<file path="src/design/fpea_pkg.sv">
// How it works
// - an erase is armed by writing the erase set-up code and starts only when that same write is repeated.
// - before erasing, every byte of the array is programmed to all zeros with the normal program procedure.
// - erase verify writes its set-up code while the address of the byte under check is on the address pins.
// - after each erase-verify set-up one read is made and the byte counts as erased only if it reads all ones.
// - erase verify starts at address zero and walks up one byte at a time, stopping at the first failing byte.
// - a failing byte's address is kept, another erase is issued, and verify resumes from that kept address.
// - erase attempts are capped at 1000 for the commercial grade and at 6000 for the extended grades.
// - programming writes the program set-up code, then one more write carrying the target address and data.
// - a byte is programmed by fixed 10 us pulses, each followed by a verify, until the verify matches.
// - no byte gets more than 25 programming pulses; reaching that count without a match is a failure.
// - after each pulse the program-verify set-up code is written, then a read is compared with the data.
// - an abort writes the all-ones reset code twice, then the read command.
// - the memory is in read mode after power up or after the read command is written.
package fpea_pkg;

  ////////////////////////////////////////////////////////////////////////////
  // command codes written to the memory, plus the erased and all-zero data values
  localparam logic [7:0] FPEA_CMD_READ = 8'h00;
  localparam logic [7:0] FPEA_CMD_ERASE = 8'h20;
  localparam logic [7:0] FPEA_CMD_PROG = 8'h40;
  localparam logic [7:0] FPEA_CMD_EVFY = 8'ha0;
  localparam logic [7:0] FPEA_CMD_PVFY = 8'hc0;
  localparam logic [7:0] FPEA_CMD_RESET = 8'hff;
  localparam logic [7:0] FPEA_ERASED = 8'hff;
  localparam logic [7:0] FPEA_ZERO = 8'h00;

  ////////////////////////////////////////////////////////////////////////////
  // retry limits
  localparam int FPEA_PG_MAX = 25;
  localparam int FPEA_ER_MAX_COM = 1000;
  localparam int FPEA_ER_MAX_EXT = 6000;

  ////////////////////////////////////////////////////////////////////////////
  // timing in ns and derived cycle counts at 40 MHz
  localparam int FPEA_CLK_NS = 25;
  localparam int FPEA_T_WP_NS = 60;
  localparam int FPEA_T_WC_NS = 120;
  localparam int FPEA_T_ACC_NS = 120;
  localparam int FPEA_T_DF_NS = 40;
  localparam int FPEA_T_WHGL_NS = 6000;
  localparam int FPEA_T_PROG_NS = 10000;
  localparam int FPEA_T_ERASE_NS = 9500000;
  localparam int FPEA_WP_CYC = (FPEA_T_WP_NS + FPEA_CLK_NS - 1) / FPEA_CLK_NS;
  localparam int FPEA_WH_CYC = (FPEA_T_WC_NS - FPEA_T_WP_NS + FPEA_CLK_NS - 1) / FPEA_CLK_NS;
  localparam int FPEA_ACC_CYC = (FPEA_T_ACC_NS + FPEA_CLK_NS - 1) / FPEA_CLK_NS;
  localparam int FPEA_DF_CYC = (FPEA_T_DF_NS + FPEA_CLK_NS - 1) / FPEA_CLK_NS;
  localparam int FPEA_RECOV_CYC = (FPEA_T_WHGL_NS + FPEA_CLK_NS - 1) / FPEA_CLK_NS;
  localparam int FPEA_PROG_CYC = (FPEA_T_PROG_NS + FPEA_CLK_NS - 1) / FPEA_CLK_NS;
  localparam int FPEA_ERASE_CYC = (FPEA_T_ERASE_NS + FPEA_CLK_NS - 1) / FPEA_CLK_NS;
  localparam int FPEA_WAIT_W = 20;

  ////////////////////////////////////////////////////////////////////////////
  // user operations
  typedef enum logic [1:0] {
    FPEA_OP_PROG = 2'b01,
    FPEA_OP_ERASE = 2'b10
  } fpea_op_t;

endpackage

</file>
<file path="src/design/fpea_cyc_if.sv">
`timescale 1ns/1ps
`default_nettype none
// one bus cycle request from the sequencer to the cycle engine
interface fpea_cyc_if #(parameter int AW = 15);
  logic req;
  logic rd;
  logic [AW-1:0] addr;
  logic [7:0] wdata;
  logic [fpea_pkg::FPEA_WAIT_W-1:0] post;
  logic ack;
  logic [7:0] rdata;
  modport seq (output req, rd, addr, wdata, post, input ack, rdata);
  modport eng (input req, rd, addr, wdata, post, output ack, rdata);
endinterface
`default_nettype wire

</file>
<file path="src/design/fpea_cycle_engine.sv">
`timescale 1ns/1ps
`default_nettype none
module fpea_cycle_engine import fpea_pkg::*; #(
  parameter int AW = 15
) (
  input wire logic core_clk, // system clock
  input wire logic resetn, // async reset, active low
  fpea_cyc_if.eng cyc, // cycle requests
  output logic [AW-1:0] fl_addr, // memory address
  output logic [7:0] fl_dq_o, // data driven to memory
  output logic fl_dq_oe, // high while driving data
  input wire logic [7:0] fl_dq_i, // data from memory
  output logic fl_ce_n, // chip enable, low active
  output logic fl_oe_n, // output enable, low active
  output logic fl_we_n // write enable, low active
);

  typedef enum logic [2:0] {
    FPEA_E_IDLE = 3'b000,
    FPEA_E_WLOW = 3'b001,
    FPEA_E_WHIGH = 3'b010,
    FPEA_E_RACC = 3'b011,
    FPEA_E_RREL = 3'b100,
    FPEA_E_POST = 3'b101
  } fpea_eng_t;

  fpea_eng_t st_r;
  logic [FPEA_WAIT_W-1:0] cnt_r;
  logic [FPEA_WAIT_W-1:0] post_r;

  ////////////////////////////////////////////////////////////////////////////
  // pin phase machine; a write holds we low for the pulse width, then high
  // for the rest of the cycle, then waits the requested settle time
  always_ff @(posedge core_clk or negedge resetn) begin
    if (!resetn) begin
      st_r <= FPEA_E_IDLE;
      cnt_r <= '0;
      post_r <= '0;
      fl_addr <= '0;
      fl_dq_o <= 8'h00;
      fl_dq_oe <= 1'b0;
      fl_ce_n <= 1'b1;
      fl_oe_n <= 1'b1;
      fl_we_n <= 1'b1;
      cyc.ack <= 1'b0;
      cyc.rdata <= 8'h00;
    end else begin
      cyc.ack <= 1'b0;
      case (st_r)
        FPEA_E_IDLE: begin
          if (cyc.req) begin
            fl_addr <= cyc.addr;
            post_r <= cyc.post;
            fl_ce_n <= 1'b0;
            if (cyc.rd) begin
              fl_oe_n <= 1'b0;
              cnt_r <= FPEA_WAIT_W'(FPEA_ACC_CYC - 1);
              st_r <= FPEA_E_RACC;
            end else begin
              fl_dq_o <= cyc.wdata;
              fl_dq_oe <= 1'b1;
              fl_we_n <= 1'b0;
              cnt_r <= FPEA_WAIT_W'(FPEA_WP_CYC - 1);
              st_r <= FPEA_E_WLOW;
            end
          end
        end
        FPEA_E_WLOW: begin
          if (cnt_r == '0) begin
            fl_we_n <= 1'b1;
            cnt_r <= FPEA_WAIT_W'(FPEA_WH_CYC - 1);
            st_r <= FPEA_E_WHIGH;
          end else begin
            cnt_r <= cnt_r - 1'b1;
          end
        end
        FPEA_E_WHIGH: begin
          if (cnt_r == '0) begin
            fl_ce_n <= 1'b1;
            fl_dq_oe <= 1'b0;
            cnt_r <= post_r;
            st_r <= FPEA_E_POST;
          end else begin
            cnt_r <= cnt_r - 1'b1;
          end
        end
        FPEA_E_RACC: begin
          if (cnt_r == '0) begin
            cyc.rdata <= fl_dq_i;
            fl_oe_n <= 1'b1;
            fl_ce_n <= 1'b1;
            cnt_r <= FPEA_WAIT_W'(FPEA_DF_CYC - 1);
            st_r <= FPEA_E_RREL;
          end else begin
            cnt_r <= cnt_r - 1'b1;
          end
        end
        FPEA_E_RREL: begin
          if (cnt_r == '0) begin
            cyc.ack <= 1'b1;
            st_r <= FPEA_E_IDLE;
          end else begin
            cnt_r <= cnt_r - 1'b1;
          end
        end
        FPEA_E_POST: begin
          if (cnt_r == '0) begin
            cyc.ack <= 1'b1;
            st_r <= FPEA_E_IDLE;
          end else begin
            cnt_r <= cnt_r - 1'b1;
          end
        end
        default: st_r <= FPEA_E_IDLE;
      endcase
    end
  end

  ////////////////////////////////////////////////////////////////////////////
  // checks on the pin timing
  // write strobe width
  property p_we_width;
    @(posedge core_clk) disable iff (!resetn)
    $fell(fl_we_n) |-> (!fl_we_n && !fl_ce_n && fl_dq_oe) [*3] ##1 fl_we_n;
  endproperty
  a_we_width: assert property (p_we_width) else $error("write strobe width wrong");

  property p_no_contention;
    @(posedge core_clk) disable iff (!resetn)
    !(fl_dq_oe && !fl_oe_n);
  endproperty
  a_no_contention: assert property (p_no_contention) else $error("data bus contention");

endmodule
`default_nettype wire

</file>
<file path="src/design/fpea_flash_seq.sv">
`timescale 1ns/1ps
`default_nettype none
module fpea_flash_seq import fpea_pkg::*; #(
  parameter int AW = 15,
  parameter int ERASE_CYC = FPEA_ERASE_CYC,
  parameter int ER_MAX_COM = FPEA_ER_MAX_COM,
  parameter int ER_MAX_EXT = FPEA_ER_MAX_EXT,
  parameter int PG_MAX = FPEA_PG_MAX
) (
  input wire logic core_clk, // 40 MHz clock
  input wire logic resetn, // async reset, active low
  input wire logic cmd_valid, // start pulse, taken when idle
  input wire logic [1:0] cmd_op, // program byte or chip erase
  input wire logic [AW-1:0] cmd_addr, // byte address to program
  input wire logic [7:0] cmd_data, // byte to program
  input wire logic grade_ext, // high for extended grades
  output logic busy, // sequence running
  output logic done, // one-cycle end pulse
  output logic fail, // last sequence failed
  output logic [AW-1:0] fail_addr, // address that failed
  output logic [AW-1:0] fl_addr, // memory address pins
  output logic [7:0] fl_dq_o, // data driven to memory
  output logic fl_dq_oe, // high while driving data
  input wire logic [7:0] fl_dq_i, // data from memory
  output logic fl_ce_n, // chip enable
  output logic fl_oe_n, // output enable
  output logic fl_we_n // write enable
);

  typedef enum logic [3:0] {
    FPEA_S_IDLE = 4'b0000,
    FPEA_S_PG_SET = 4'b0001,
    FPEA_S_PG_DAT = 4'b0010,
    FPEA_S_PV_SET = 4'b0011,
    FPEA_S_PV_RD = 4'b0100,
    FPEA_S_ER_SET1 = 4'b0101,
    FPEA_S_ER_SET2 = 4'b0110,
    FPEA_S_EV_SET = 4'b0111,
    FPEA_S_EV_RD = 4'b1000,
    FPEA_S_RST1 = 4'b1001,
    FPEA_S_RST2 = 4'b1010,
    FPEA_S_RDCMD = 4'b1011
  } fpea_state_t;

  localparam logic [AW-1:0] ADDR_LAST = {AW{1'b1}};

  fpea_cyc_if #(.AW(AW)) cyc ();

  fpea_state_t st_r;
  logic wait_r;
  logic erasing_r;
  logic grade_r;
  logic bad_r;
  logic [AW-1:0] addr_r;
  logic [7:0] data_r;
  logic [4:0] pulse_r;
  logic [12:0] ecnt_r;
  logic [12:0] elimit;

  assign elimit = grade_r ? 13'(ER_MAX_EXT) : 13'(ER_MAX_COM);

  ////////////////////////////////////////////////////////////////////////////
  // request fields for the cycle issued in each state
  always_comb begin
    cyc.rd = 1'b0;
    cyc.addr = addr_r;
    cyc.wdata = FPEA_CMD_RESET;
    cyc.post = '0;
    case (st_r)
      FPEA_S_PG_SET: cyc.wdata = FPEA_CMD_PROG;
      FPEA_S_PG_DAT: begin
        cyc.wdata = data_r;
        cyc.post = FPEA_WAIT_W'(FPEA_PROG_CYC);
      end
      FPEA_S_PV_SET: begin
        cyc.wdata = FPEA_CMD_PVFY;
        cyc.post = FPEA_WAIT_W'(FPEA_RECOV_CYC);
      end
      FPEA_S_ER_SET1: cyc.wdata = FPEA_CMD_ERASE;
      FPEA_S_ER_SET2: begin
        cyc.wdata = FPEA_CMD_ERASE;
        cyc.post = FPEA_WAIT_W'(ERASE_CYC);
      end
      FPEA_S_EV_SET: begin
        cyc.wdata = FPEA_CMD_EVFY;
        cyc.post = FPEA_WAIT_W'(FPEA_RECOV_CYC);
      end
      FPEA_S_PV_RD, FPEA_S_EV_RD: cyc.rd = 1'b1;
      FPEA_S_RDCMD: cyc.wdata = FPEA_CMD_READ;
      default: cyc.wdata = FPEA_CMD_RESET;
    endcase
  end

  assign cyc.req = (st_r != FPEA_S_IDLE) && !wait_r;

  ////////////////////////////////////////////////////////////////////////////
  // pin cycle engine
  fpea_cycle_engine #(.AW(AW)) u_eng (
    .core_clk(core_clk),
    .resetn(resetn),
    .cyc(cyc),
    .fl_addr(fl_addr),
    .fl_dq_o(fl_dq_o),
    .fl_dq_oe(fl_dq_oe),
    .fl_dq_i(fl_dq_i),
    .fl_ce_n(fl_ce_n),
    .fl_oe_n(fl_oe_n),
    .fl_we_n(fl_we_n)
  );

  ////////////////////////////////////////////////////////////////////////////
  // issue handshake: one request per state, then wait for its ack
  always_ff @(posedge core_clk or negedge resetn) begin
    if (!resetn) begin
      wait_r <= 1'b0;
    end else if (cyc.ack) begin
      wait_r <= 1'b0;
    end else if (cyc.req) begin
      wait_r <= 1'b1;
    end
  end

  ////////////////////////////////////////////////////////////////////////////
  // algorithm sequencer
  always_ff @(posedge core_clk or negedge resetn) begin
    if (!resetn) begin
      st_r <= FPEA_S_IDLE;
      erasing_r <= 1'b0;
      grade_r <= 1'b0;
      bad_r <= 1'b0;
      addr_r <= '0;
      data_r <= 8'h00;
      pulse_r <= 5'h00;
      ecnt_r <= 13'h0000;
    end else begin
      case (st_r)
        FPEA_S_IDLE: begin
          if (cmd_valid && (cmd_op == FPEA_OP_PROG || cmd_op == FPEA_OP_ERASE)) begin
            grade_r <= grade_ext;
            bad_r <= 1'b0;
            pulse_r <= 5'h00;
            ecnt_r <= 13'h0000;
            st_r <= FPEA_S_PG_SET;
            if (cmd_op == FPEA_OP_ERASE) begin
              erasing_r <= 1'b1;
              addr_r <= '0;
              data_r <= FPEA_ZERO;
            end else begin
              erasing_r <= 1'b0;
              addr_r <= cmd_addr;
              data_r <= cmd_data;
            end
          end
        end
        // set-up then address and data write
        FPEA_S_PG_SET: if (cyc.ack) st_r <= FPEA_S_PG_DAT;
        FPEA_S_PG_DAT: begin
          if (cyc.ack) begin
            pulse_r <= pulse_r + 5'h01;
            st_r <= FPEA_S_PV_SET;
          end
        end
        FPEA_S_PV_SET: if (cyc.ack) st_r <= FPEA_S_PV_RD;
        FPEA_S_PV_RD: begin
          if (cyc.ack) begin
            if (cyc.rdata == data_r) begin
              pulse_r <= 5'h00;
              if (!erasing_r) begin
                st_r <= FPEA_S_RST1;
              end else if (addr_r == ADDR_LAST) begin
                addr_r <= '0;
                st_r <= FPEA_S_ER_SET1;
              end else begin
                addr_r <= addr_r + 1'b1;
                st_r <= FPEA_S_PG_SET;
              end
            end else if (pulse_r == 5'(PG_MAX)) begin
              bad_r <= 1'b1;
              st_r <= FPEA_S_RST1;
            end else begin
              st_r <= FPEA_S_PG_SET;
            end
          end
        end
        FPEA_S_ER_SET1: if (cyc.ack) st_r <= FPEA_S_ER_SET2;
        FPEA_S_ER_SET2: begin
          if (cyc.ack) begin
            ecnt_r <= ecnt_r + 13'h0001;
            st_r <= FPEA_S_EV_SET;
          end
        end
        FPEA_S_EV_SET: if (cyc.ack) st_r <= FPEA_S_EV_RD;
        FPEA_S_EV_RD: begin
          if (cyc.ack) begin
            // byte erased only when all ones
            if (cyc.rdata == FPEA_ERASED) begin
              // walk upward to the last byte
              if (addr_r == ADDR_LAST) begin
                st_r <= FPEA_S_RST1;
              end else begin
                addr_r <= addr_r + 1'b1;
                st_r <= FPEA_S_EV_SET;
              end
            end else if (ecnt_r >= elimit) begin
              bad_r <= 1'b1;
              st_r <= FPEA_S_RST1;
            end else begin
              st_r <= FPEA_S_ER_SET1;
            end
          end
        end
        // reset code twice then read command
        FPEA_S_RST1: if (cyc.ack) st_r <= FPEA_S_RST2;
        FPEA_S_RST2: if (cyc.ack) st_r <= FPEA_S_RDCMD;
        FPEA_S_RDCMD: if (cyc.ack) st_r <= FPEA_S_IDLE;
        default: st_r <= FPEA_S_IDLE;
      endcase
    end
  end

  ////////////////////////////////////////////////////////////////////////////
  // status outputs
  always_ff @(posedge core_clk or negedge resetn) begin
    if (!resetn) begin
      busy <= 1'b0;
      done <= 1'b0;
      fail <= 1'b0;
      fail_addr <= '0;
    end else begin
      done <= 1'b0;
      if (st_r == FPEA_S_IDLE && cmd_valid && (cmd_op == FPEA_OP_PROG || cmd_op == FPEA_OP_ERASE)) begin
        busy <= 1'b1;
        fail <= 1'b0;
      end else if (st_r == FPEA_S_RDCMD && cyc.ack) begin
        // report failure after read mode restored
        busy <= 1'b0;
        done <= 1'b1;
        fail <= bad_r;
        if (bad_r) fail_addr <= addr_r;
      end
    end
  end

  ////////////////////////////////////////////////////////////////////////////
  // checks
  property p_erase_twice;
    @(posedge core_clk) disable iff (!resetn)
    (st_r == FPEA_S_ER_SET2 && cyc.req) |-> $past(st_r, 2) == FPEA_S_ER_SET1 || $past(st_r) == FPEA_S_ER_SET1;
  endproperty
  a_erase_twice: assert property (p_erase_twice) else $error("erase started without set-up");

  property p_ev_addr;
    @(posedge core_clk) disable iff (!resetn)
    (st_r == FPEA_S_EV_SET && cyc.req) |-> cyc.wdata == FPEA_CMD_EVFY && cyc.addr == addr_r;
  endproperty
  a_ev_addr: assert property (p_ev_addr) else $error("erase verify set-up malformed");

  property p_ev_fail_reerase;
    @(posedge core_clk) disable iff (!resetn)
    (st_r == FPEA_S_EV_RD && cyc.ack && cyc.rdata != FPEA_ERASED) |=>
      (st_r == FPEA_S_ER_SET1 || st_r == FPEA_S_RST1) && $stable(addr_r);
  endproperty
  a_ev_fail_reerase: assert property (p_ev_fail_reerase) else $error("bad erase verify handling");

  property p_ev_pass_step;
    @(posedge core_clk) disable iff (!resetn)
    (st_r == FPEA_S_EV_RD && cyc.ack && cyc.rdata == FPEA_ERASED && addr_r != ADDR_LAST) |=>
      addr_r == $past(addr_r) + 1'b1 && st_r == FPEA_S_EV_SET;
  endproperty
  a_ev_pass_step: assert property (p_ev_pass_step) else $error("erase verify did not advance");

  property p_erase_limit;
    @(posedge core_clk) disable iff (!resetn)
    ecnt_r <= elimit;
  endproperty
  a_erase_limit: assert property (p_erase_limit) else $error("erase attempts exceed limit");

  property p_pulse_limit;
    @(posedge core_clk) disable iff (!resetn)
    pulse_r <= 5'(PG_MAX);
  endproperty
  a_pulse_limit: assert property (p_pulse_limit) else $error("program pulses exceed limit");

  property p_pv_after_pulse;
    @(posedge core_clk) disable iff (!resetn)
    (st_r == FPEA_S_PG_DAT && cyc.ack) |=> st_r == FPEA_S_PV_SET && cyc.wdata == FPEA_CMD_PVFY;
  endproperty
  a_pv_after_pulse: assert property (p_pv_after_pulse) else $error("no verify after pulse");

  property p_abort_twice;
    @(posedge core_clk) disable iff (!resetn)
    (st_r == FPEA_S_RST1 && cyc.ack) |=> st_r == FPEA_S_RST2 && cyc.wdata == FPEA_CMD_RESET;
  endproperty
  a_abort_twice: assert property (p_abort_twice) else $error("reset code not doubled");

  property p_fail_report;
    @(posedge core_clk) disable iff (!resetn)
    $rose(fail) |-> done && !busy && $past(st_r) == FPEA_S_RDCMD;
  endproperty
  a_fail_report: assert property (p_fail_report) else $error("failure reported out of order");

  c_prog_done: cover property (@(posedge core_clk) disable iff (!resetn) done && !fail && !erasing_r);
  c_erase_done: cover property (@(posedge core_clk) disable iff (!resetn) done && !fail && erasing_r);
  c_reerase: cover property (@(posedge core_clk) disable iff (!resetn)
    st_r == FPEA_S_EV_RD && cyc.ack && cyc.rdata != FPEA_ERASED);
  c_fail: cover property (@(posedge core_clk) disable iff (!resetn) done && fail);

endmodule
`default_nettype wire

</file>
<file path="config.mk">
export PLATFORM = sky130hd
export DESIGN_NAME = fpea_flash_seq
export DESIGN_NICKNAME = d
export VERILOG_FILES = /design/src/design/fpea_pkg.sv /design/src/design/fpea_cyc_if.sv /design/src/design/fpea_cycle_engine.sv /design/src/design/fpea_flash_seq.sv
export SDC_FILE = /design/constraint.sdc
export NUM_CORES = 1
export LEC_CHECK = 0
export BUFFER_PORTS_ARGS = -buffer_cell sky130_fd_sc_hd__buf_2
export CORE_MARGIN = 2
export CORE_UTILIZATION = 50
export CTS_CLUSTER_DIAMETER = 60
export DETAILED_ROUTE_END_ITERATION = 7
export PLACE_DENSITY = 0.69
export SLEW_MARGIN = 20
export SYNTH_ARGS = -nofsm -noshare
export SYNTH_HDL_FRONTEND = slang
export SYNTH_SLANG_ARGS = --single-unit
</file>
<file path="constraint.sdc">
create_clock -name core_clk -period 5 [get_ports core_clk]
set_input_delay 1.5 -clock core_clk [delete_from_list [all_inputs] [get_ports core_clk]]
set_output_delay 1.5 -clock core_clk [all_outputs]
set_load 0.05 [all_outputs]
</file>
======== Word-level counts from Yosys, hierarchy flattened ========
Cells that the tools add are included.
operators by class
  muxes and demuxes ....................... 89
  reductions and logical operators ........ 42
  eq/ne operators ......................... 51
  add/subtract/negate cells ............... 4
  magnitude comparators ................... 1
  bitwise operators ....................... 2
operator list
  cell                     number
  $mux W15                 9
  $mux W20                 5
  $pmux W20 S5             1
  $mux W4                  18
  $pmux W19 S3             1
  $pmux W4 S12             1
  $pmux W8 S6              1
  $pmux W15 S3             1
  $mux W13                 3
  $ne A2 B1 Y1 const B     16
  $mux W1                  28
  $ne A2 B2 Y1 const B     13
  $pmux W13 S2             1
  $mux W3                  7
  $logic_not A20 Y1        1
  $mux W5                  4
  $sub A20 B1 Y20 const B  1
  $eq A4 B3 Y1 const B     4
  $eq A4 B4 Y1 const B     4
  $reduce_and A8 Y1        2
  $add A15 B1 Y15 const B  1
  $eq A15 B15 Y1 const B   1
  $pmux W3 S5              1
  $pmux W5 S3              1
  other kinds (33)         64
word-level totals
  output and inout port bits .............. 45
  register bits ........................... 146

======== Depth between registers and ports, before layout ========
Gate-level depths: netlist of the first run.
  depth after elaboration ................. 6
  mapped depth ............................ 9

======== Cells and area by module ========
A second synthesis of the first run with hierarchy kept.
unflattened totals
  cell total of the unflattened synthesis .. 864
  area total of the unflattened synthesis .. 7,883.8 um^2
by module, submodules not included
  module             instances  sequential area each (um^2)  area each (um^2)  cells an instance
  fpea_flash_seq     1          1,676.6                      4,015.1           441
  fpea_cycle_engine  1          1,980.6                      3,868.7           423

======== Least setup slack after synthesis of the first run ========
Ideal clock, no wire load.
  path kind ............................... input-to-reg
  start ................................... input cmd_op[0]
  end ..................................... register ecnt_r[7]
  cell stages on the path ................. 7
  arrival ................................. 3,133 ps
  slack ................................... 1,789 ps
  setup time .............................. 78 ps
  path buffers ............................ 0
  cell sequence ........................... inv_1 -> ha_1 -> nand2b_1 -> o31a_1 -> or3_1 -> or3_1 -> a21oi_1
on the way
  cells in the longest elaborated chain, start to end .. 5
  elaborated cells on any way between the ends .. 6
RTL lines
  item                                                 RTL line               source
  start, declared                                      fpea_flash_seq.sv:13   input wire logic [1:0] cmd_op,
  $eq A2 B1 Y1 / $eq A2 B2 Y1 (equally long branches)  fpea_flash_seq.sv:138  if (cmd_valid && (cmd_op == FPEA_OP_PROG || cmd_op == FPEA_OP_ERASE)) begin
  $logic_or A1 B1 Y1 (*)                               fpea_flash_seq.sv:138
  $logic_and A1 B1 Y1 (*)                              fpea_flash_seq.sv:138
  $ne A2 B2 Y1 (no source line) (*)                    n/a
  $reduce_and A3 Y1 (no source line) (*)               n/a
  end signal, assigned                                 fpea_flash_seq.sv:188  ecnt_r <= ecnt_r + 13'h0001;
  end, declared                                        fpea_flash_seq.sv:57   logic [12:0] ecnt_r;
Mark *: on every way between the ends. The rest lies on a longest branch, timed or not.
A chain may end at the register's enable or synchronous reset.

======== Worst setup path in the final report of the first run ========
Same ends and word-level chain as after synthesis.

==> flow_summary.toml, run 1 <==
[synth]
syn-num-nets = 801
async_flop_share_pct = 100
ys_top_cells_by_count = "dfrtp_1, nand2_1, o21ai_0"
synth_seq_cells = 130
syn_area_mm2 = 0.00678
post-synth-top-count-cell = "dfrtp_1"
synth_flop_cell = "dfrtp_1"
synth_edf_count = 0
synth_top_area_cell = "dfrtp_1"
synth-seq-area-share_pct = 48.0
yosysTopAreaCellShare_pct = 46.9
yosys_warnings = 0
syn_area_per_cell_um2 = 9.03
synth_area_leaders = "dfrtp_1, o21ai_0, nand2_1"
synthesis.instances = 751
synth.distinct_cells = 65

[clock_network]
cts_root_buf = "clkbuf_16"
clkLatencyLatePin_ps = 420
postCtsHoldBufs = 0
path_clk_slew_ps = 60
clk_path_buf_depth = 2
cts_sinks = 130
cts_tree = "done"
htreeDepth = 4
cts_made_buffers = 17
cts_setup_buffers = 0
cts_resized = 0

[sta]
setup_viol = 0
finalClockSkew_ps = 7.41
max_freq_ghz = 0.332
period_minus_slack_ps = 3010
finalHoldViolations = 0
period_share_pct = 60.2
relSlewSlack_pct = 29.3
tightest_slew_ps = 1060
rsz0062_at_grt = "no"
setup_tns_ps = 0
slew_viol_final = 0

[detailed_routing]
route.detailed.wl_per_inst_um = 16.7
num_vias = 5843
antenna_left = 0
drtIter0Drc = 346
m1WireLength_um = 7890
drc_errors = 0
met2WireLength_um = 7890
dr.max_layer_used = "met4"
drtPass1Iterations = 5
wl_met3_um = 794
wl_um = 16900
via_per_inst = 5.79

[placement]
place.gp.congestion = 0.908
dp_hpwl_um = 11800
numPortBuffers = 81

[die]
rows = 42
ios = 82
coreArea_mm2 = 0.0132
fp.dieW_um = 120
fp.dieH_um = 120
die_area_mm2 = 0.0145
floorplan.initialDensity_pct = 51.2

[power_and_ir_drop]
switching_share_pct = 22.8
total_power_w = 0.00253
internal_power_w = 0.00195
pwr_density_cell_mw_per_mm2 = 319
p_leak_nw = 3.59
p_seq_share_pct = 44.1
ir_drop_v = 0.000234
combPwrFrac_pct = 4.6
p_clk_share_pct = 51.3
p_sw_w = 0.000577

[finish]
area_delta_synth_final_pct = 16.9
drive_gt1_share_pct = 17.7
final_nets = 871
diodes = 0

[setup_path]
path_buf_inv = 2
cp_max_fo = 5
critPathLaunch = "cmd_op[0]"
endpoint_kind = "flop"
max_stage_delay_ps = 460
cpLargestDelayFamily = "simple AND/OR/NAND/NOR gates"
critPathKind = "input pin to flop"
crit_slowest_cell = "or3_1"
r2r_start = "st_r[2]"
cp_cell_sequence = "buf_2 > inv_1 > ha_1 > nand2b_1 > o31a_1 > or3_1 > or3_1 > a21oi_1"
arrival_ps = 3360
start_kind = "input pin"
required_ps = 5350
crit_path_frequent_cell = "or3_1"

[hold_path]
hp-class = "flop to flop"
holdCritStartpoint = "u_eng.fl_oe_n"

[run]
maxCapViolCount = 0

[global_route]
grt_pass1_vias = 5708
overflow = 0
grt_max_degree = 75
antenna_found_initial = 0
grt_first_pass_wirelength_um = 28200
track_usage_pct = 24.4

[status]
outcome = "finished, final reports clean"
kinds of logic after synthesis:
family                     after synthesis  share of synthesized area [%]
adders and majority gates               13                           2.40
AOI/OAI and AO/OA                      200                           17.7
DFF                                    130                           48.0
muxes                                   18                           3.36
xor gates and xnor gates                20                           2.58
buffers and inverters                   61                           3.67
and+or+nand+nor                        309                           22.2
worst reg2reg max path: stages (launching register included):
cell	delay (ps)
dfrtp_1	690
nand2b_1	280
a21oi_1	750
nor2_1	470
nand2_1	200
o21ai_0	100
o22a_1	200
power groups by stage:
stage                     combinational (W)  sequential (W)  clock, W
after detailed placement           0.000117         0.00113         0
after global placement             0.000113         0.00113         0
after global routing               0.000133         0.00112   0.00136
final                              0.000116         0.00112   0.00130
after floorplan                   0.0000660         0.00112         0
after CTS                          0.000117         0.00112   0.00131
registers in the layout, summed over array words and instances (netlist names), 3 cells and up:
register,flops
addr_r,15
data_r,8
ecnt_r,13
fail_addr,15
pulse_r,5
st_r,4
u_eng.cnt_r,20
u_eng.cyc.rdata,8
u_eng.fl_addr,15
u_eng.fl_dq_o,8
u_eng.post_r,4
u_eng.st_r,3
final timing paths:
path,end,slack (ps),depth (start not counted)
hold / removal,u_eng.fl_oe_n,450,2
hold reg to reg,u_eng.fl_oe_n,450,2
setup / recovery,ecnt_r[7],1990,8
setup reg to reg,addr_r[14],2210,6
min in group asynchronous,ecnt_r[11],1220,1
max in group asynchronous,u_eng.fl_oe_n,2920,2
stage by stage:
| step | utilization, % | cells | cell area (um2) | setup slack [ps] | hold WS [ps] |
|---|---|---|---|---|---|
| 2_1_floorplan | - | 751 | 6780 | 1790 | 442 |
| 3_3_place_gp | 55.1 | 978 | 7300 | 1620 | 448 |
| 3_5_place_dp | 55.1 | 978 | 7300 | 1560 | 451 |
| 4_1_cts | 59.9 | 1010 | 7930 | 1990 | 458 |
| 5_1_grt | 59.9 | 1010 | 7930 | 1810 | 479 |
| 6_report | 59.9 | 1010 | 7930 | 1990 | 455 |
cell usage in the layout, fill, tap and decap left out, drive strengths merged, types with 5 or more instances in the layout:
cell type,instances
ha,13
o22ai,8
nand2,105
mux2,14
dfrtp,127
a31oi,6
xnor2,12
nor4,11
xor2,8
nand3,34
nor3,20
nor2,73
and3,5
clkbuf,21
inv,28
a21o,6
nand2b,14
o31ai,6
nand4,14
o21ai,86
buf,85
a32oi,7
o211ai,11
nand3b,10
or2,6
clkinvlp,6
a21oi,45
routing by layer:
metal / GRT usage [%] / up-vias
li1: - / 2812
met1: 34.3 / 2845
met2: 37.6 / 162
met3: 4.86 / 24
met4: 8.79 / 0
met5: 0 / -
cell type report:
type | count | area [um2]
clock buffers | 21 | 470
inverters | 27 | 101
flip-flops and latches | 130 | 3260
repair buffers | 85 | 450
clock inverters | 11 | 153
fillers | 1194 | 5320
well taps | 176 | 220
multi-input cells | 560 | 3270
Note: power is estimated with default switching activity, not from simulation.
==> inputs of run 2 (changes only) <==
--- a/config.mk
+++ b/config.mk
@@ -10,7 +10,7 @@
 export CORE_UTILIZATION = 50
 export CTS_CLUSTER_DIAMETER = 60
 export DETAILED_ROUTE_END_ITERATION = 7
-export PLACE_DENSITY = 0.69
+export PLACE_DENSITY = 0.72
 export SLEW_MARGIN = 20
 export SYNTH_ARGS = -nofsm -noshare
 export SYNTH_HDL_FRONTEND = slang
==> constraint.sdc (replaced) <==
create_clock -name core_clk -period 2.6 [get_ports core_clk]
set_input_delay 0.78 -clock core_clk [delete_from_list [all_inputs] [get_ports core_clk]]
set_output_delay 0.78 -clock core_clk [all_outputs]
set_load 0.05 [all_outputs]
==> flow_summary.toml, run 2 (synthesis results as in run 1) <==
[status]
outcome = "finished, final reports clean"

[die]
fp.dieW_um = 120
rows = 42
fp.dieH_um = 120
floorplan.initialDensity_pct = 51.2
coreArea_mm2 = 0.0132
die_area_mm2 = 0.0145
ios = 82

[finish]
regMostFlops = "u_eng.cnt_r"
area_delta_synth_final_pct = 18.9
final_nets = 899
fin_util_pct = 60.9
drive_gt1_share_pct = 20.5
final_common_cell = "dfrtp_1"
diodes = 0
design_area_mm2 = 0.00806
final_cell_mix = "dfrtp_1, nand2_1, buf_2, o21ai_0, nor2_1"
largest_register_ffs = 20

[clock_network]
cts_sinks = 130
cts_made_buffers = 17
cts_tree = "done"
clkLatencyLatePin_ps = 430
path_clk_slew_ps = 60
postCtsHoldBufs = 0
htreeDepth = 4
cts_root_buf = "clkbuf_16"
clk_path_buf_depth = 2

[setup_path]
cp_cell_sequence = "nor4_1 > nand3_2 > or2_1 > a31oi_4 > buf_4 > o21ai_0 > o211ai_1"
critPathLaunch = "u_eng.cnt_r[11]"
crit_slowest_cell = "nor4_1"
arrival_ps = 2750
worst_r2r_path_depth = 7
max_stage_delay_ps = 500
r2r_start = "u_eng.cnt_r[11]"
cp.depth = 7
critPathKind = "flop to flop"
start_kind = "flop"
cp_max_fo = 11
required_ps = 2930
endpoint_kind = "flop"
cpLargestDelayFamily = "simple AND/OR/NAND/NOR gates"
path_buf_inv = 1
endpoint = "u_eng.cnt_r[11]"
reg2reg_slack_ps = 180
r2r-end = "u_eng.cnt_r[11]"

[global_route]
track_usage_pct = 25.2
grt_first_pass_wirelength_um = 29000
antenna_found_initial = 0
overflow = 0
grt_max_degree = 63
grt_pass1_vias = 5911

[sta]
setup_viol = 0
relSlewSlack_pct = 59.0
period_share_pct = 93.0
finalHoldViolations = 0
rsz0062_at_grt = "no"
slew_viol_final = 0
hold_slack_ps = 262
tightest_slew_ps = 613
max_freq_ghz = 0.414
period_minus_slack_ps = 2420
finalClockSkew_ps = 12.7

[detailed_routing]
num_vias = 5969
drtPass1Iterations = 5
wl_um = 17200
antenna_left = 0
via_per_inst = 5.75
route.detailed.wl_per_inst_um = 16.6
drtIter0Drc = 397
drc_errors = 0

[placement]
numPortBuffers = 81
place_area_mm2 = 0.00751
place.gp.congestion = 0.936
dp_hpwl_um = 12200

[power_and_ir_drop]
ir_drop_v = 0.000490
p_leak_nw = 3.69
total_power_w = 0.00459
pwr_density_cell_mw_per_mm2 = 569

[hold_path]
hp-class = "input pin to asynchronous set/reset pin"

[run]
maxCapViolCount = 0
-- run 2: metrics by stage --
step                cells  worst slack, ps  setup TNS [ps]
global route         1038             20.1               0
global placement     1006             71.2               0
detailed placement   1006            -2.19           -2.19
CTS                  1038              210               0
finish               1038              182               0
floorplan             751              109               0
-- run 2: power breakdown --
group          internal (W)  switching, W  total [W]  leakage, nW
clock network       0.00125      0.000956    0.00221        0.253
logic              0.000106      0.000132   0.000238         1.87
registers           0.00207     0.0000689    0.00214         1.57
total               0.00344       0.00116    0.00459         3.69
-- run 2: what timing repair did --
| action | CTS | global route |
|---|---|---|
| setup endpoints to repair | 0 | 1 |
| buffers inserted | 0 | 0 |
| resized for setup | 0 | 1 |
-- run 2: layout make-up --
| type | count | area, um2 |
|---|---|---|
| fill | 1179 | 5180 |
| inverter | 27 | 101 |
| clock buffer | 19 | 443 |
| timing repair buffer | 113 | 661 |
| sequential | 130 | 3260 |
| multi-input combinational | 560 | 3280 |
| clock inverter | 13 | 104 |
| tap | 176 | 220 |
-- run 2: how the worst min path moves through the flow --
| stage | startpoint | endpoint | slack [ps] | depth (start not counted) |
|---|---|---|---|---|
| floorplan | u_eng.cnt_r[19] | u_eng.cnt_r[19] | 440 | 1 |
| global placement | u_eng.fl_oe_n | u_eng.fl_oe_n | 450 | 2 |
| detailed placement | u_eng.fl_oe_n | u_eng.fl_oe_n | 450 | 2 |
| CTS | resetn | u_eng.fl_dq_o[5] | 260 | 1 |
| global route | resetn | u_eng.post_r[16] | 280 | 1 |
| finish | resetn | u_eng.cnt_r[8] | 260 | 1 |
-- run 2: layer usage --
| layer | up-vias | track usage (%) | share of wire, % |
|---|---|---|---|
| li1 | 2872 | - | - |
| met1 | 2913 | 33.5 | 45 |
| met2 | 157 | 40.1 | 48 |
| met3 | 27 | 6.13 | 4.8 |
| met4 | 0 | 9.30 | 1.8 |
| met5 | - | 0 | 0 |
-- run 2: worst reg2reg max path, stage by stage (launching register included) --
cell and delay (ps):
dfrtp_1 450, nor4_1 500, nand3_2 150, or2_1 480
a31oi_4 320, buf_4 210, o21ai_0 120, o211ai_1 120
